File: config.mk
export PLATFORM = sky130hd
export DESIGN_NAME = ats_sequencer
export DESIGN_NICKNAME = d
export VERILOG_FILES = /design/src/core/ats_sequencer.v
export VERILOG_INCLUDE_DIRS = /design/src /design/src/core
export SDC_FILE = /design/constraint.sdc
export NUM_CORES = 1
export LEC_CHECK = 0
export ABC_AREA = 1
export BUFFER_PORTS_ARGS = -buffer_cell sky130_fd_sc_hd__buf_4
export CAP_MARGIN = 10
export CORE_MARGIN = 2
export CORE_UTILIZATION = 50
export DETAILED_ROUTE_END_ITERATION = 10
export PLACE_DENSITY = 0.86
export SLEW_MARGIN = 5
export SYNTH_ARGS = -nofsm -noshare
export SYNTH_HDL_FRONTEND = slang
export SYNTH_SLANG_ARGS = --single-unit
File: constraint.sdc
create_clock -name CLK_I -period 1.59 [get_ports CLK_I]
set_input_delay 0.2385 -clock CLK_I [delete_from_list [all_inputs] [get_ports CLK_I]]
set_output_delay 0.2385 -clock CLK_I [all_outputs]
set_load 0.1 [all_outputs]
File: src/core/ats_defs.vh
// Purpose: constants of the converter trigger sequencer
// Assumes: 250 MHz core clock
// Notes:   mode field layout and timing are shared by design and bench
`ifndef ATS_DEFS_VH
`define ATS_DEFS_VH

// first mode register fields
`define ATS_M0_CE_BIT      7
`define ATS_M0_FOUR_BIT    5
`define ATS_M0_SELECT_BIT  4
`define ATS_M0_CH_MSB      3
`define ATS_M0_CH_LSB      0
`define ATS_M0_RESET       8'h00

// second mode register: trigger source in bits 7..3
`define ATS_M1_TRG_MSB     7
`define ATS_M1_TRG_LSB     3
`define ATS_M1_RESET       8'h00
`define ATS_TRG_SOFT       5'h00
`define ATS_TRG_TIMER      5'h02
`define ATS_TRG_EXT        5'h04

// converter geometry
`define ATS_RES_BITS       10
`define ATS_RES_COUNT      8
`define ATS_DAC_FIRST      10'h200
`define ATS_BIT_TOP        4'h9
`define ATS_RES_RESET      10'h000

// trigger timer
`define ATS_TMR_BITS       24
`define ATS_TMR_MAX        24'hffffff
`define ATS_TMR_ZERO       24'h000000

// time for one comparison step, and the cycle count derived from it
`define ATS_CLK_NS         4
`define ATS_BIT_NS         32
`define ATS_BIT_CYC        ((`ATS_BIT_NS + `ATS_CLK_NS - 1) / `ATS_CLK_NS)

`endif

File: src/core/ats_sequencer.v
// Purpose: sequencer of a 10-bit successive-approximation converter
//          with software and compare-timer triggering
// Assumes: one clock, comparator and clear pin are asynchronous
// Notes:   mode registers arrive as plain write strobes with data
`timescale 1ns/1ns
`default_nettype none
`include "ats_defs.vh"

////////////////////////////////////////////////////////////////////////////
// What this block does
// (RL1) Four-buffer, inputs 0-3/8-11: results go to registers 0,1,2,3.
// (RL2) Four-buffer, inputs 4-7/12-15: results go to registers 4,5,6,7.
// (RL3) Scan from bank start to selected input; result k = input mod 8.
// (RL4) Software scan ends: one done pulse, then converting stops.
// (RL5) Writing enable one after a finished software scan starts anew.
// (RL6) Timer mode starts conversions only on compare channel matches.
// (RL7) One-shot timer: overflow holds zero, stops, no more triggers.
// (RL8) Stopped timer restarts on clear pin edge or run bit write.
// (RL9) Loop timer restarts from zero after overflow, triggers recur.
// (RL10) Optional: compare match clears the timer and restarts it.
// (RL11) Timer one-buffer: each trigger gives one conversion and one done.
// (RL12) One-shot timer without clear on match: one-buffer stops after one until timer restart.
// (RL13) Loop timer repeats conversions per trigger while enable is set.
// (RL14) Timer four-buffer: one conversion per trigger, done after fourth.
// (RL15) Timer scan: done after range; later trigger rescans from first.
// (RL16) A mode register write aborts the conversion, nothing stored.
// (RL17) Trigger source from bits 7..3 of the second mode register.
// (RL18) Ten bits resolved by comparison; stored only when all done.
// (RL19) Clearing enable mid-conversion stops it, results unchanged.
// (RL20) Results are read-only and hold until a later completed store.
module ats_sequencer (
	// clock and reset
	input  wire        CLK_I,
	input  wire        NRST_I,
	// mode register writes
	input  wire        MODE0_WR_I,
	input  wire [7:0]  MODE0_DATA_I,
	input  wire        MODE1_WR_I,
	input  wire [7:0]  MODE1_DATA_I,
	// trigger timer control write
	input  wire        TMR_WR_I,
	input  wire        TMR_ONE_SHOT_I,
	input  wire        TMR_RUN_I,
	input  wire        TMR_CLR_ON_MATCH_I,
	input  wire [23:0] TMR_CMP_I,
	input  wire        TIMER_CLEAR_PIN_I,
	// analog side
	input  wire        COMP_I,
	output wire [3:0]  MUX_SEL_O,
	output wire [9:0]  DAC_CODE_O,
	// status and results
	output wire        CONV_DONE_IRQ_O,
	output wire        CE_O,
	output wire        BUSY_O,
	output wire        STANDBY_O,
	output wire        COMPARE_MATCH_TRIGGER_O,
	output wire        TIMER_RUN_O,
	output wire [23:0] TIMER_COUNT_O,
	output wire [79:0] RESULT_O
);

	localparam S_IDLE = 3'b001;
	localparam S_STBY = 3'b010;
	localparam S_CONV = 3'b100;
	// derived count is 32 bits wide; keep only the tick counter's width
	localparam [31:0] TICK_LAST_W = `ATS_BIT_CYC - 1;
	localparam [3:0]  TICK_LAST   = TICK_LAST_W[3:0];

	reg  [2:0]  state_reg;
	reg         ce_reg;
	reg  [7:0]  mode0_reg;
	reg  [7:0]  mode1_reg;
	reg  [3:0]  chan_reg;
	reg  [1:0]  cnt4_reg;
	reg  [3:0]  bit_reg;
	reg  [3:0]  tick_reg;
	reg  [9:0]  dac_reg;
	reg         irq_reg;
	reg  [23:0] tcnt_reg;
	reg  [23:0] tcmp_reg;
	reg         trun_reg;
	reg         tost_reg;
	reg         tclr_reg;
	reg         trig_reg;
	reg  [2:0]  clr_sync_reg;
	reg         clr_lvl_reg;
	reg  [2:0]  comp_sync_reg;
	reg         comp_lvl_reg;
	reg  [9:0]  result_mem [0:7];

	wire        mode_wr   = MODE0_WR_I | MODE1_WR_I;
	wire [3:0]  sel_ch    = mode0_reg[`ATS_M0_CH_MSB:`ATS_M0_CH_LSB];
	wire        is_select = mode0_reg[`ATS_M0_SELECT_BIT];
	wire        is_four   = is_select & mode0_reg[`ATS_M0_FOUR_BIT];
	wire [4:0]  trg_src   = mode1_reg[`ATS_M1_TRG_MSB:`ATS_M1_TRG_LSB];
	wire        src_soft  = (trg_src == `ATS_TRG_SOFT);  // RL17
	wire        src_timer = (trg_src == `ATS_TRG_TIMER); // RL17
	wire        tm_trig   = src_timer & trig_reg;        // RL6
	wire [3:0]  first_ch  = is_select ? sel_ch : {sel_ch[3], 3'h0};
	wire [9:0]  bit_mask  = 10'h001 << bit_reg;
	wire [9:0]  low_mask  = bit_mask >> 1;
	// keep trial bit when input is above the trial level
	wire [9:0]  decided   = comp_lvl_reg ? dac_reg : (dac_reg & ~bit_mask);
	wire        step_end  = state_reg[2] & (tick_reg == TICK_LAST);
	wire        restart   = state_reg[2] & tm_trig;
	wire        store_now = step_end & (bit_reg == 4'h0) & ~restart &
		~mode_wr;                                        // RL18 RL16
	wire [2:0]  store_idx = is_four ? {sel_ch[2], cnt4_reg} : chan_reg[2:0];
	wire [7:0]  store_sel = 8'h01 << store_idx;      // one-hot target
	wire        clr_edge  = (clr_sync_reg[1] == clr_sync_reg[2]) &
		clr_sync_reg[2] & ~clr_lvl_reg;

	////////////////////////////////////////////////////////////////////////
	// pin synchronisers; a level counts once stages two and three agree
	always @(posedge CLK_I or negedge NRST_I) begin
		if (!NRST_I) begin
			clr_sync_reg  <= 3'h0;
			clr_lvl_reg   <= 1'b0;
			comp_sync_reg <= 3'h0;
			comp_lvl_reg  <= 1'b0;
		end else begin
			clr_sync_reg  <= {clr_sync_reg[1:0], TIMER_CLEAR_PIN_I};
			comp_sync_reg <= {comp_sync_reg[1:0], COMP_I};
			if (clr_sync_reg[1] == clr_sync_reg[2])
				clr_lvl_reg <= clr_sync_reg[2];
			if (comp_sync_reg[1] == comp_sync_reg[2])
				comp_lvl_reg <= comp_sync_reg[2];
		end
	end

	////////////////////////////////////////////////////////////////////////
	// 24-bit trigger timer with compare channel
	always @(posedge CLK_I or negedge NRST_I) begin
		if (!NRST_I) begin
			tcnt_reg <= `ATS_TMR_ZERO;
			tcmp_reg <= `ATS_TMR_MAX;
			trun_reg <= 1'b0;
			tost_reg <= 1'b0;
			tclr_reg <= 1'b0;
			trig_reg <= 1'b0;
		end else begin
			trig_reg <= 1'b0;
			if (TMR_WR_I) begin
				tost_reg <= TMR_ONE_SHOT_I;
				tclr_reg <= TMR_CLR_ON_MATCH_I;
				tcmp_reg <= TMR_CMP_I;
				trun_reg <= TMR_RUN_I;                   // RL8
			end
			if (clr_edge) begin
				tcnt_reg <= `ATS_TMR_ZERO;               // RL8
				trun_reg <= 1'b1;
			end else if (trun_reg) begin
				// a stopped timer makes no match, so no trigger
				if (tcnt_reg == tcmp_reg)
					trig_reg <= 1'b1;                    // RL6
				if (tcnt_reg == tcmp_reg && tclr_reg) begin
					tcnt_reg <= `ATS_TMR_ZERO;           // RL10
				end else if (tcnt_reg == `ATS_TMR_MAX) begin
					tcnt_reg <= `ATS_TMR_ZERO;           // RL9
					if (tost_reg && !TMR_WR_I)
						trun_reg <= 1'b0;                // RL7
				end else begin
					tcnt_reg <= tcnt_reg + 24'h000001;
				end
			end
		end
	end

	////////////////////////////////////////////////////////////////////////
	// sequencer: idle, trigger standby, converting
	always @(posedge CLK_I or negedge NRST_I) begin
		if (!NRST_I) begin
			state_reg <= S_IDLE;
			ce_reg    <= 1'b0;
			mode0_reg <= `ATS_M0_RESET;
			mode1_reg <= `ATS_M1_RESET;
			chan_reg  <= 4'h0;
			cnt4_reg  <= 2'h0;
			bit_reg   <= `ATS_BIT_TOP;
			tick_reg  <= 4'h0;
			dac_reg   <= `ATS_DAC_FIRST;
			irq_reg   <= 1'b0;
		end else begin
			irq_reg <= 1'b0;
			if (mode_wr) begin
				// any rewrite aborts; write wins over a hardware enable clear
				if (MODE0_WR_I) begin
					mode0_reg <= MODE0_DATA_I;
					ce_reg    <= MODE0_DATA_I[`ATS_M0_CE_BIT]; // RL5 RL19
				end
				if (MODE1_WR_I)
					mode1_reg <= MODE1_DATA_I;
				cnt4_reg  <= 2'h0;
				state_reg <= S_IDLE;                     // RL16 RL19
			end else begin
				case (state_reg)
				S_IDLE: begin
					if (ce_reg && src_soft) begin
						chan_reg  <= first_ch;           // RL5
						cnt4_reg  <= 2'h0;
						tick_reg  <= 4'h0;
						bit_reg   <= `ATS_BIT_TOP;
						dac_reg   <= `ATS_DAC_FIRST;
						state_reg <= S_CONV;
					end else if (ce_reg && src_timer) begin
						state_reg <= S_STBY;
					end
				end
				S_STBY: begin
					if (tm_trig) begin
						chan_reg  <= first_ch;           // RL15 RL13
						tick_reg  <= 4'h0;
						bit_reg   <= `ATS_BIT_TOP;
						dac_reg   <= `ATS_DAC_FIRST;
						state_reg <= S_CONV;
					end
				end
				S_CONV: begin
					if (restart) begin
						// early trigger: drop this conversion, convert again
						tick_reg <= 4'h0;
						bit_reg  <= `ATS_BIT_TOP;
						dac_reg  <= `ATS_DAC_FIRST;
					end else if (!step_end) begin
						tick_reg <= tick_reg + 4'h1;
					end else if (bit_reg != 4'h0) begin
						tick_reg <= 4'h0;
						bit_reg  <= bit_reg - 4'h1;
						dac_reg  <= decided | low_mask;  // RL18
					end else begin
						tick_reg <= 4'h0;
						bit_reg  <= `ATS_BIT_TOP;
						dac_reg  <= `ATS_DAC_FIRST;
						if (!is_select && chan_reg != sel_ch) begin
							chan_reg <= chan_reg + 4'h1; // RL3
						end else if (is_four && cnt4_reg != 2'h3) begin
							cnt4_reg <= cnt4_reg + 2'h1; // RL1 RL2
							if (!src_soft)
								state_reg <= S_STBY;     // RL14
						end else begin
							cnt4_reg <= 2'h0;
							irq_reg  <= 1'b1;            // RL4 RL11 RL14 RL15
							if (src_soft) begin
								ce_reg    <= 1'b0;       // RL4
								state_reg <= S_IDLE;
							end else begin
								state_reg <= S_STBY;     // RL12 RL13
							end
						end
					end
				end
				default: state_reg <= S_IDLE;
				endcase
			end
		end
	end

	////////////////////////////////////////////////////////////////////////
	// result registers, written only by a completed conversion
	genvar gi;
	generate
		for (gi = 0; gi < `ATS_RES_COUNT; gi = gi + 1) begin : g_res
			always @(posedge CLK_I or negedge NRST_I) begin
				if (!NRST_I)
					result_mem[gi] <= `ATS_RES_RESET;
				else if (store_now && store_sel[gi])
					result_mem[gi] <= decided;           // RL20 RL1 RL2 RL3
			end
			assign RESULT_O[gi*10 +: 10] = result_mem[gi];
		end
	endgenerate

	// outputs straight from flip-flops
	assign MUX_SEL_O               = chan_reg;
	assign DAC_CODE_O              = dac_reg;
	assign CONV_DONE_IRQ_O         = irq_reg;
	assign CE_O                    = ce_reg;
	assign BUSY_O                  = state_reg[2];
	assign STANDBY_O               = state_reg[1];
	assign COMPARE_MATCH_TRIGGER_O = trig_reg;
	assign TIMER_RUN_O             = trun_reg;
	assign TIMER_COUNT_O           = tcnt_reg;

endmodule
`default_nettype wire

; Word level (Yosys, flattened, before mapping)
; Cells that the tools add are included.
[totals]
ff_bits = 183
output_inout_bits = 124
[classes]
add_sub_neg = 5
n_eq_ne = 31
shift = 2
muxes = 76
bitwise = 16
reduce_logical = 33
[ops]
columns = op, count
row1 = two-way mux 24 bit, 4
row2 = two-way mux 10 bit, 6
row3 = two-way mux 4 bit, 15
row4 = two-way mux 3 bit, 12
row5 = case mux 4 bit (3 select lines), 3
row6 = case mux 10 bit (3 select lines), 1
row7 = two-way mux 1 bit, 25
row8 = "adder 24 x 1 -> 24 bit, second input constant", 1
row9 = equality test 24 bit, 1
row10 = "equality test 24 bit, second input constant", 1
row11 = "inequality test 2 bit, second input constant", 12
row12 = "inequality test 3 bit, second input constant", 7
row13 = two-way mux 2 bit, 8
row14 = AND reduction 8 bit, 2
row15 = logical AND 1 bit, 14
row16 = bitwise AND 10 bit, 1
row17 = inverter 10 bit, 1
row18 = OR 10 x 9 -> 10 bit, 1
row19 = "left shift 1 x 4 -> 10 bit, first input constant", 1
row20 = bitwise AND 1 bit, 9
row21 = case mux 3 bit (3 select lines), 1
row22 = "adder 4 x 1 -> 4 bit, second input constant", 2
row23 = "inequality test 4 bit, second input constant", 2
row24 = nonzero test 2 bit, 4
row25 = other kinds (23), 29

; Logic depth before layout (Yosys ltp)
; Gate-level depths: netlist of the first run.
[logic_depth]
word_depth = 9
mapped_depth = 12

; Least setup slack after synthesis of the first run
; No wires, ideal clock.
[synth_timing]
path_type = reg-to-reg
start = register tcnt_reg[0], in the netlist TIMER_COUNT_O[0]
end = register tcnt_reg[20], in the netlist TIMER_COUNT_O[20]
setup_time_ps = 120
arrival_ps = 2269
t_required_ps = 1470
path_slack_ps = -799
stages_incl_launch_ff = 9
cell_sequence = dfrtp_1 ha_1 nand2_1 nor3_1 nand4_1 nor2_1 nor2_1 nand4_1 nand2_1
[synth_via]
elab_chain_len = 5
elab_cells_between_ends = 8
[synth_lines]
columns = item, line
row1 = from (decl), ats_sequencer.v:79  ; reg [23:0] tcnt_reg;
row2 = from (signal assigned), ats_sequencer.v:135  ; tcnt_reg <= `ATS_TMR_ZERO;
row3 = from (signal assigned), ats_sequencer.v:150  ; tcnt_reg <= `ATS_TMR_ZERO;
row4 = from (signal assigned), ats_sequencer.v:157  ; tcnt_reg <= `ATS_TMR_ZERO;
row5 = adder 24 x 1 -> 24 bit (tied with other cells), ats_sequencer.v:163  ; tcnt_reg <= tcnt_reg + 24'h000001;
row6 = two-way mux 24 bit or logical AND 1 bit (tied branches), "ats_sequencer.v:158, ats_sequencer.v:156"
row7 = two-way mux 24 bit *, ats_sequencer.v:156  ; if (tcnt_reg == tcmp_reg && tclr_reg) begin
row8 = two-way mux 24 bit *, ats_sequencer.v:152  ; end else if (trun_reg) begin
row9 = two-way mux 24 bit *, ats_sequencer.v:149  ; if (clr_edge) begin
; Every way passes the cells marked *; elsewhere a longest branch is shown, timed or not. The select of a mux whose other input is x is not followed.
; A chain may end at the register's enable or synchronous reset.

; Worst setup path in the final report of the first run
[layout_timing]
start = register state_reg[0]
end = register chan_reg[1], in the netlist MUX_SEL_O[1]
[layout_via]
elab_chain_len = 3
elab_cells_between_ends = 12
[layout_lines]
columns = item, line
row1 = from (decl), ats_sequencer.v:69  ; reg [2:0] state_reg;
row2 = from (signal assigned), ats_sequencer.v:173  ; state_reg <= S_IDLE;
row3 = from (signal assigned), ats_sequencer.v:194  ; state_reg <= S_IDLE;
row4 = from (signal assigned), ats_sequencer.v:204  ; state_reg <= S_CONV;
row5 = equality test 3 bit (tied with other cells), ats_sequencer.v:196  ; case (state_reg)
row6 = inequality test 2 bit (no line) or nonzero test 3 bit (tied branches), --
row7 = AND reduction 8 bit (no line), --
row8 = to (signal assigned), ats_sequencer.v:199  ; chan_reg <= first_ch;
row9 = to (signal assigned), ats_sequencer.v:211  ; chan_reg <= first_ch;
row10 = to (signal assigned), ats_sequencer.v:235  ; chan_reg <= chan_reg + 4'h1;
row11 = to (decl), ats_sequencer.v:73  ; reg [3:0] chan_reg;
; Several ways; a longest one is shown, not always the timed one.

==> results of run 1 <==
## placed cells by master, fill, tap and decap left out, drive strengths merged, types with 4 or more instances in the layout
cell type / instances
a21oi: 19
buf: 333
clkbuf: 19
clkinv: 10
dfrtp: 152
dfstp: 28
dlygate4sd3: 9
ha: 5
inv: 106
mux2: 4
nand2: 386
nand3: 31
nand4: 35
nor2: 75
nor3: 15
o21ai: 135
xnor2: 15
xor2: 15
## synth_stat cells (5+ instances only)
| master | instances |
|---|---|
| buf_2 | 16 |
| nor3_1 | 12 |
| nand2_2 | 5 |
| nand3_1 | 29 |
| xor2_1 | 15 |
| inv_1 | 96 |
| a21oi_1 | 19 |
| ha_1 | 5 |
| o21ai_1 | 53 |
| dfrtp_1 | 152 |
| xnor2_1 | 15 |
| o21ai_0 | 78 |
| clkbuf_1 | 16 |
| nand2_1 | 381 |
| dfstp_2 | 28 |
| nor2_1 | 71 |
| nand4_1 | 35 |
## stage by stage
step	setup TNS [ns]	hold slack, ns	worst slack, ns	utilization
final	-19.38	0.00501	-0.286	0.792
after floorplan	-23.32	-0.0571	-0.238	-
after global placement	-7.05	0.157	-0.0939	0.676
after global routing	-33.02	-0.000131	-0.654	0.792
after CTS	-9.04	0.000823	-0.118	0.752
after detailed placement	-17.58	0.154	-0.230	0.676
## routing by layer
metal  up-vias  part of all wire
met2       701              0.48
met3       203              0.10
li1       4073                 -
met5         -           0.00041
met1      4370              0.35
met4         2             0.068
## kinds of logic (layout without fill, tap and decap cells)
| family | after synthesis | after routing | share of synthesized area |
|---|---|---|---|
| flops | 180 | 180 | 0.527 |
| other cells | 0 | 1 | 0 |
| fa+ha+maj | 6 | 6 | 0.00843 |
| mux | 4 | 4 | 0.00523 |
| compound gates | 159 | 159 | 0.0955 |
| simple gates | 547 | 547 | 0.268 |
| buf+inv | 137 | 477 | 0.0648 |
| xor+xnor | 30 | 30 | 0.0305 |
## layout make-up
class,count,area share
inverter,100,0.0301
sequential,180,0.351
clock buffer,17,0.0322
timing repair inverter,1,0.000852
multi-input combinational,746,0.329
clock inverter,15,0.0137
antenna,1,0.000189
timing repair buffer,344,0.222
tap,220,0.0208
## where the power goes
group	leakage [nW]	internal [mW]	switching (mW)
sequential	2.25	4.95	0.325
combinational	4.04	1.18	2.26
clock	0.296	2.14	2.20
total	6.58	8.28	4.78
## worst paths after layout
path	start	end	cells after the start
max in group asynchronous	NRST_I	tcmp_reg[5]	3
setup reg to reg	state_reg[0]	MUX_SEL_O[1]	9
hold reg to reg	comp_sync_reg[0]	comp_sync_reg[1]	0
setup / recovery	state_reg[0]	MUX_SEL_O[1]	9
hold / removal	TMR_CMP_I[6]	tcmp_reg[6]	3
min in group asynchronous	NRST_I	RESULT_O[30]	2
## worst register-to-register path, cell delays in order (launching register included)
cell,delay [ns]
dfstp_2,0.54
inv_2,0.05
nor3_4,0.21
inv_2,0.05
nand3b_1,0.13
nand2_2,0.10
nor2_4,0.17
buf_6,0.13
nand3_4,0.13
o21ai_1,0.26
## what timing repair did
item	4_1_cts	5_1_grt
cloned	9	4
pin swaps	25	27
hold endpoints to repair	35	0
endpoints found under the setup margin	134	138
gates resized for setup	134	160
hold buffers	9	0
setup buffers	13	13
==> key figures, run 1 <==
Job
  • # Max-Cap Violations: 0

Global routing
  • GRT Total Usage: 0.300
  • Vias in the first global route: 8613
  • GR Layer Usage met3: 0.0584
  • First-pass GRT wire length: 43000 um
  • Met1 usage: 0.366
  • Met2 Use GR: 0.511
  • Most Crowded Layer GR: met2
  • Initial antenna violation count: 3
  • Remaining global-route overflow: 0
  • Largest net degree at the start of global routing: 52

Timing
  • Clk_skew: 0.0191 ns
  • Max-slew violations: 0
  • Fmax: 0.533 GHz
  • Post-layout min period: 1.88 ns
  • Final period util: 1.18
  • PnR worst setup slack: -0.286 ns
  • Unrepaired setup endpoints after global routing: true
  • Final setup vio count: 134
  • Worst-Margin Slew: 0.452 ns
  • Final hold viol count: 0
  • Rel. slew slack: 0.699

Final layout
  • Post-Layout Cell Count: 1624
  • Layout area overhead: 53.6%
  • Seq. cell area: 4640 um^2
  • # fillers: 920
  • Largest register FFs: 80
  • Layout cells sized above 1: 0.450
  • Design Area, Final: 13200 um^2
  • Multi-input logic area: 4350 um^2
  • Layout Nets: 1445

Clock tree
  • Clock transition at the registers of the reported paths: 0.08 ns
  • Clock latency on the worst-skew pair: 0.44 ns
  • CTS tree: done
  • # clock sinks: 180
  • Number of buffers created by CTS: 17
  • CTS root buf: clkbuf_16
  • H-tree depth: 4
  • Clock tree buffer depth: 2

Synthesis
  • Commonest register cell after synthesis: dfrtp_1
  • Mapped cell area: 8610 um^2
  • Warnings, synthesis: 0
  • Net Count, Synth: 1118
  • #FFs+latches synth: 180
  • Top cell type's share of synthesized area: 0.442
  • Ys async rst share: 1.00
  • Seq/Total Area, Yosys: 0.527
  • Largest area contributor in the netlist: dfrtp_1
  • Cell count after synthesis: 1063
  • Syn_area_per_cell: 8.10 um^2
  • Netlist cell types: 41
  • Number of synthesized flops with an enable pin: 0
  • Area contributors post-synth: dfrtp_1 44%, nand2_1 17%, dfstp_2 8.5%

Power
  • Power Total: 13.1 mW
  • Peak VDD IR: 1.01 mV
  • LEAKAGE: 6.58 nW
  • Pwr per Cell Area: 988 nW/um^2

Hold path
  • Hold Path Class: primary input to register

Setup path
  • Worst Setup Start Kind: register
  • Crit-path max cell delay: 0.54 ns
  • Worst path top cell family by delay: simple AND/OR/NAND/NOR gates
  • CP Class: register to register
  • Worst-path fanout max: 8
  • Crit-path cells: inv_2 > nor3_4 > inv_2 > nand3b_1 > nand2_2 > nor2_4 > buf_6 > nand3_4 > o21ai_1
  • Worst path most repeated cell: inv_2
  • Worst Setup End Kind: register
  • Worst path slowest cell: dfstp_2
  • CP Buf/Inv Count: 3
  • Worst path required time: 1.92 ns
  • Crit path DAT: 2.21 ns
  • Register-to-register setup slack: -0.29 ns

Floorplanning
  • Die height: 135 um
  • Initial core utilization: 0.515
  • Placeable core area: 16700 um^2
  • Die Width: 135 um
  • Die Footprint: 18300 um^2
  • I/O Pins: 174
  • Cell row count: 47

Placement
  • DP HPWL: 17400 um
  • RD Place Congestion: 0.971
  • IO Port Bufs: 169
  • Post-DP Area: 11300 um^2
  • Placed insts: 1546

Detailed routing
  • Drt via density: 5.76
  • ANT nets after route: 0
  • Via count: 9349
  • Drt total wl: 31800 um
  • Pre-Repair DR Iteration Count: 7
  • Drt initial violations: 1026
  • Detailed-route wire length per cell: 19.6 um
  • DR DRC count: 0

Run status
  • Outcome: finished with violations
  • Violated checks: negative setup slack
No activity file was read; power rests on OpenSTA's default activity.
==> inputs of run 2 (changes only) <==
Settings changed: CELL_PAD_IN_SITES_DETAIL_PLACEMENT set to 1, CELL_PAD_IN_SITES_GLOBAL_PLACEMENT set to 1, CORE_UTILIZATION 50 to 35, PLACE_DENSITY 0.86 to 0.82, RECOVER_POWER set to 25.
==> run 2 against run 1 <==
The flow still finishes with violations (negative setup slack). Clock power rose by 4%. Non-clock buffer count grew 9. Cell count grew 6.9%. Sequential power is essentially flat. Worst setup slack lost 0.19 ns. Clock-buffer cell count unchanged. Sequential cell count stayed put. Power is 2.9% higher. Clock skew grew 0.0080 ns. Core utilization is 23 points lower. Die area rose by 41%. Wire length increased by 18%. Critical endpoint is now DAC_CODE_O[6]. Largest cell class unchanged.
==> key figures, run 2 (synthesized netlist as in run 1, its figures left out) <==
Global routing
  • First-pass GRT wire length: 51800 um (+20%)
  • GRT Total Usage: 0.255 (-0.0453)
  • Vias in the first global route: 9487 (+10%)
  • Remaining global-route overflow: 0 (unchanged)
  • Initial antenna violation count: 0 (-3)
  • Largest net degree at the start of global routing: 45 (-13%)

Timing
  • Fmax: 0.484 GHz (-9.3%)
  • PnR worst setup slack: -0.478 ns (-0.191 ns)
  • Clk_skew: 0.0271 ns (+0.00803 ns)
  • Worst-Margin Slew: 1.31 ns (+0.856 ns)
  • Final setup vio count: 136 (+1.5%)
  • Unrepaired setup endpoints after global routing: true
  • Final hold viol count: 0 (unchanged)
  • Rel. slew slack: 0.128 (-0.571)
  • Max-slew violations: 0 (unchanged)
  • Final period util: 1.30 (+0.120)
  • Post-layout min period: 2.07 ns (+0.191 ns)

Setup path
  • Crit path DAT: 2.41 ns (+0.20 ns)
  • R2r endpoint: DAC_CODE_O[6]
  • Worst r2r path cells: 9 (unchanged)
  • CP Class: register to register
  • Register-to-register setup slack: -0.48 ns (-0.19 ns)
  • Worst path required time: 1.93 ns (about the same)
  • Worst Setup End Kind: register
  • R2R Path Start: bit_reg[1]
  • Worst-path fanout max: 9 (+1)
  • Worst Setup Start Kind: register

Detailed routing
  • Drt initial violations: 605 (-41%)
  • ANT nets after route: 0 (unchanged)
  • DR DRC count: 0 (unchanged)
  • Drt via density: 5.31 (-7.8%)
  • Via count: 9214 (-1.4%)
  • Pre-Repair DR Iteration Count: 5 (-2)
  • Drt total wl: 37500 um (+18%)
  • Detailed-route wire length per cell: 21.6 um (+10%)

Final layout
  • Ant. Diodes: 0 (-1)
  • Layout area overhead: 58.0%
  • Commonest non-fill, non-tap cell in the layout: nand2_1
  • # fillers: 2773 (+200%)
  • Layout cells sized above 1: 0.445 (-0.00428)
  • Largest register FFs: 80 (unchanged)
  • Layout Nets: 1454 (+0.62%)
  • Commonest non-fill, non-tap cells in the layout: 298 x nand2_1, 288 x buf_4, 119 x dfrtp_1
  • Post-layout util: 0.561 (-0.231)

Job
  • # Max-Cap Violations: 0 (unchanged)

Placement
  • DP HPWL: 21200 um (+22%)
  • RD Place Congestion: 0.869 (-11%)
  • IO Port Bufs: 169 (unchanged)
  • Setup Slack @ Placement: -0.285 ns (-0.0548 ns)

Hold path
  • Hold Crit Endpoint: mode0_reg[3]
  • Hold wc startpoint: MODE0_DATA_I[3]
  • Hold path depth: 3 (unchanged)
  • Hold Path Class: primary input to register

Power
  • LEAKAGE: 6.71 nW (+1.9%)
  • Clock power frac: 0.335 (+0.002)
  • Pint: 8.33 mW (+0.67%)
  • Switch share: 0.380 (+0.0138)
  • Sw Pwr: 5.11 mW (+6.8%)
  • Gate power share: 0.272 (+0.009)
  • Reg power frac: 0.393 (-0.011)
  • Pwr per Cell Area: 989 nW/um^2 (about the same)
  • Peak VDD IR: 0.917 mV (-8.7%)

Clock tree
  • Clock latency on the worst-skew pair: 0.45 ns (about the same)
  • # clock sinks: 180 (unchanged)
  • CTS tree: done
  • Clock tree buffer depth: 2 (unchanged)
  • CTS root buf: clkbuf_16
  • Number of buffers created by CTS: 17 (unchanged)
  • H-tree depth: 4 (unchanged)
  • Clock transition at the registers of the reported paths: 0.10 ns (+0.02 ns)

Run status
  • Violated checks: negative setup slack
  • Outcome: finished with violations

Floorplanning
  • Initial core utilization: 0.355 (-0.160)
  • Die height: 161 um (+19%)
  • Die Footprint: 25900 um^2 (+41%)
  • Die Width: 161 um (+19%)
  • Placeable core area: 24200 um^2 (+45%)
  • Cell row count: 57 (+21%)
  • I/O Pins: 174 (unchanged)
-- run 2: layer usage --
metal  routed length (um)  GRT usage
met4                 1860     0.0990
met1                14200      0.304
met3                 1890     0.0343
met2                19500      0.466
met5                    0          0
-- run 2: worst max path at each step --
stage | end | slack [ns] | cells past startpoint | startpoint
2_1_floorplan | RESULT_O[10] | -0.24 | 7 | COMPARE_MATCH_TRIGGER_O
3_3_place_gp | bit_reg[0] | -0.13 | 11 | mode1_reg[6]
3_5_place_dp | bit_reg[0] | -0.29 | 11 | mode1_reg[6]
4_1_cts | RESULT_O[14] | -0.17 | 11 | mode1_reg[4]
5_1_grt | DAC_CODE_O[6] | -0.52 | 9 | bit_reg[1]
6_report | DAC_CODE_O[6] | -0.48 | 9 | bit_reg[1]
-- run 2: final cells by class --
type                    count  area, um^2  area share
inverters                 100         398      0.0293
flip-flops and latches    180        4640       0.341
repair inverters            1        11.3    0.000828
multi-input cells         746        4390       0.323
clock inverters            15         183      0.0134
repair buffers            353        3150       0.232
clock buffers              17         425      0.0313
well taps                 324         405      0.0298
-- run 2: power groups by stage --
stage                     logic (mW)  registers [mW]  clock network [mW]
after floorplan                 1.05            6.06                   0
after global placement          2.98            5.31                   0
after detailed placement        3.11            5.34                   0
after CTS                       3.29            5.26                4.44
after global routing            3.87            5.31                4.73
final                           3.66            5.28                4.51
-- run 2: per-stage QoR --
stage | instance area, um^2 | TNS (ns) | std cells | total power [mW] | hold WS (ns)
CTS | 12800 | -13.15 | 1718 | 13.0 | 0.000385
finish | 13600 | -28.06 | 1736 | 13.4 | 0.00588
global placement | 11500 | -8.02 | 1654 | 8.29 | 0.218
floorplan | 8920 | -23.32 | 1063 | 7.11 | -0.0571
detailed placement | 11500 | -18.27 | 1654 | 8.45 | 0.206
global route | 13600 | -45.46 | 1736 | 13.9 | 0.0103
-- run 2: repair_timing --
action,4_1_cts,5_1_grt
hold buffers,9,0
pin swaps,24,31
gates cloned,6,5
buffers inserted,17,14
gates resized for setup,136,168
endpoints found under the setup margin,139,144
hold endpoints to repair,36,0
-- run 2: critical path: stages (launching register included) --
cell and delay, ns:
dfrtp_1 0.39, buf_4 0.15, inv_1 0.08, nor2_1 0.21, nand2_1 0.14, o21ai_1 0.33
buf_4 0.34, a21oi_1 0.12, nand2_1 0.13, nand2_1 0.08
==> inputs of run 3 (changes only) <==
Settings changed: CORE_UTILIZATION 35 to 37, PLACE_DENSITY 0.82 to 0.86.
==> run 3 against run 2 <==
The flow still finishes with violations (negative setup slack). Wire length up 2.8%. Critical path depth up 3. Register-to-register slack better by 0.06 ns. Worst setup slack better by 0.065 ns. Clock skew down 0.010 ns. Via count up 1.7%. Core utilization up 3.4 points. Clock power up 2%. First-iteration DRC count down 5.5%. Power up 2.9%. Sequential power about the same.
==> key figures, run 3 (synthesized netlist as in run 1, its figures left out) <==
Final layout
  • Layout area overhead: 56.9%
  • Commonest non-fill, non-tap cell in the layout: nand2_1
  • Post-layout util: 0.594 (+0.0337)
  • # fillers: 2601 (-6.2%)
  • Layout Nets: 1472 (+1.2%)
  • Ant. Diodes: 0 (unchanged)
  • Layout cells sized above 1: 0.433 (-0.0126)
  • Commonest non-fill, non-tap cells in the layout: 310 x nand2_1, 299 x buf_4, 119 x dfrtp_1
  • Largest register FFs: 80 (unchanged)

Clock tree
  • CTS root buf: clkbuf_16
  • Clock transition at the registers of the reported paths: 0.08 ns (-0.02 ns)
  • CTS tree: done
  • Number of buffers created by CTS: 17 (unchanged)
  • Clock latency on the worst-skew pair: 0.45 ns (about the same)
  • Clock tree buffer depth: 2 (unchanged)
  • H-tree depth: 4 (unchanged)
  • # clock sinks: 180 (unchanged)

Detailed routing
  • Via count: 9372 (+1.7%)
  • Detailed-route wire length per cell: 22.5 um (+4.1%)
  • Drt initial violations: 572 (-5.5%)
  • DR DRC count: 0 (unchanged)
  • Pre-Repair DR Iteration Count: 5 (unchanged)
  • Drt total wl: 38600 um (+2.8%)
  • Drt via density: 5.46 (+3.0%)
  • ANT nets after route: 0 (unchanged)

Floorplanning
  • Cell row count: 55 (-3.5%)
  • I/O Pins: 174 (unchanged)
  • Initial core utilization: 0.379 (+0.0241)
  • Die height: 157 um (-2.7%)
  • Placeable core area: 22700 um^2 (-6.3%)
  • Die Width: 157 um (-2.7%)
  • Die Footprint: 24500 um^2 (-5.3%)

Setup path
  • CP Class: register to register
  • Worst Setup End Kind: register
  • Worst r2r path cells: 12 (+3)
  • Crit path DAT: 2.38 ns (-0.03 ns)
  • Worst Setup Start Kind: register
  • Worst-path fanout max: 5 (-4)
  • Worst path required time: 1.97 ns (+0.04 ns)

Placement
  • DP HPWL: 22200 um (+4.8%)
  • IO Port Bufs: 169 (unchanged)
  • RD Place Congestion: 0.847 (-2.5%)

Timing
  • Final hold viol count: 0 (unchanged)
  • Post-layout min period: 2.00 ns (-0.0646 ns)
  • PnR worst setup slack: -0.413 ns (+0.0646 ns)
  • Unrepaired setup endpoints after global routing: true
  • Max-slew violations: 0 (unchanged)
  • Rel. slew slack: 0.226 (+0.0979)
  • Fmax: 0.499 GHz (+3.2%)
  • Worst-Margin Slew: 1.16 ns (-0.147 ns)
  • Clk_skew: 0.0168 ns (-0.0103 ns)
  • Final period util: 1.26 (-0.0406)
  • Final setup vio count: 137 (+0.74%)

Power
  • Clock power frac: 0.333 (-0.002)
  • LEAKAGE: 6.74 nW (+0.42%)
  • Reg power frac: 0.382 (-0.011)
  • Pwr per Cell Area: 1020 nW/um^2 (+3.7%)
  • Switch share: 0.373 (-0.00676)
  • Gate power share: 0.285 (+0.013)
  • Power Total: 13.8 mW (+2.9%)
  • Peak VDD IR: 0.838 mV (-8.7%)
  • Sw Pwr: 5.16 mW (+1.1%)
  • Pint: 8.67 mW (+4.0%)

Global routing
  • Remaining global-route overflow: 0 (unchanged)
  • Largest net degree at the start of global routing: 41 (-8.9%)
  • Initial antenna violation count: 0 (unchanged)
  • Vias in the first global route: 9899 (+4.3%)
  • First-pass GRT wire length: 54300 um (+4.9%)
  • GRT Total Usage: 0.287 (+0.0320)

Hold path
  • Hold Path Class: primary input to register
  • Hold path depth: 3 (unchanged)

Run status
  • Outcome: finished with violations
  • Violated checks: negative setup slack

Job
  • # Max-Cap Violations: 0 (unchanged)
## run 3: timing repair
| item | 4_1_cts | 5_1_grt |
|---|---|---|
| endpoints found under the setup margin | 142 | 141 |
| gates resized for setup | 153 | 90 |
| hold endpoints to repair | 42 | 0 |
| pin swaps | 29 | 18 |
| buffers inserted | 22 | 16 |
| hold buffers | 15 | 0 |
| cloned | 6 | 2 |
## run 3: worst max-delay path: stages, from the launching register on
cell and delay [ns]:
dfrtp_4 0.52, inv_4 0.10, nand2_1 0.07, nand2_1 0.09, nand2_1 0.07, nor2_1 0.18, nand2_2 0.11, nor2_4 0.16
buf_4 0.14, buf_4 0.09, buf_4 0.12, nand4_1 0.16, nand3_2 0.13
## run 3: power groups by stage
stage | sequential [mW] | combinational [mW] | clock, mW
2_1_floorplan | 6.06 | 1.05 | 0
3_3_place_gp | 5.30 | 3.03 | 0
3_5_place_dp | 5.33 | 3.16 | 0
4_1_cts | 5.26 | 3.54 | 4.62
5_1_grt | 5.32 | 4.14 | 4.87
6_report | 5.28 | 3.94 | 4.60
## run 3: final cells by class
type | count | area (um^2) | area share
multi-input cells | 749 | 4250 | 0.315
well taps | 285 | 357 | 0.0264
flip-flops and latches | 180 | 4640 | 0.344
inverters | 100 | 388 | 0.0287
repair buffers | 369 | 3240 | 0.240
clock inverters | 15 | 205 | 0.0152
clock buffers | 17 | 425 | 0.0315
## run 3: through the flow
| stage | worst slack [ns] | instance area [um^2] | TNS (ns) | hold slack, ns | std cells |
|---|---|---|---|---|---|
| floorplan | -0.238 | 8920 | -23.32 | -0.0571 | 1063 |
| global placement | -0.0997 | 11600 | -7.19 | 0.186 | 1626 |
| detailed placement | -0.321 | 11600 | -17.52 | 0.193 | 1626 |
| CTS | -0.152 | 13100 | -12.17 | 0.000100 | 1697 |
| global route | -0.507 | 13500 | -46.96 | 0.00807 | 1715 |
| finish | -0.413 | 13500 | -31.59 | 0.00515 | 1715 |
## run 3: per-layer routing
layer  part of all wire  vias to the layer above  routed length, um  track usage
li1                   -                     4122                  -            -
met1               0.38                     4687              14700        0.334
met2               0.52                      439              20200        0.522
met3              0.052                      124               2010       0.0493
met4              0.043                        0               1660        0.118
met5                  0                        -                  0            0
## run 3: path summary, 6_finish.rpt
path,from,endpoint,slack (ns)
setup / recovery,TIMER_COUNT_O[5],TIMER_RUN_O,-0.41
setup reg to reg,TIMER_COUNT_O[5],TIMER_RUN_O,-0.41
max in group asynchronous,NRST_I,state_reg[0],0.06
hold reg to reg,clr_sync_reg[0],clr_sync_reg[1],0.36
hold / removal,TMR_CMP_I[3],tcmp_reg[3],0.005
min in group asynchronous,NRST_I,DAC_CODE_O[2],0.54
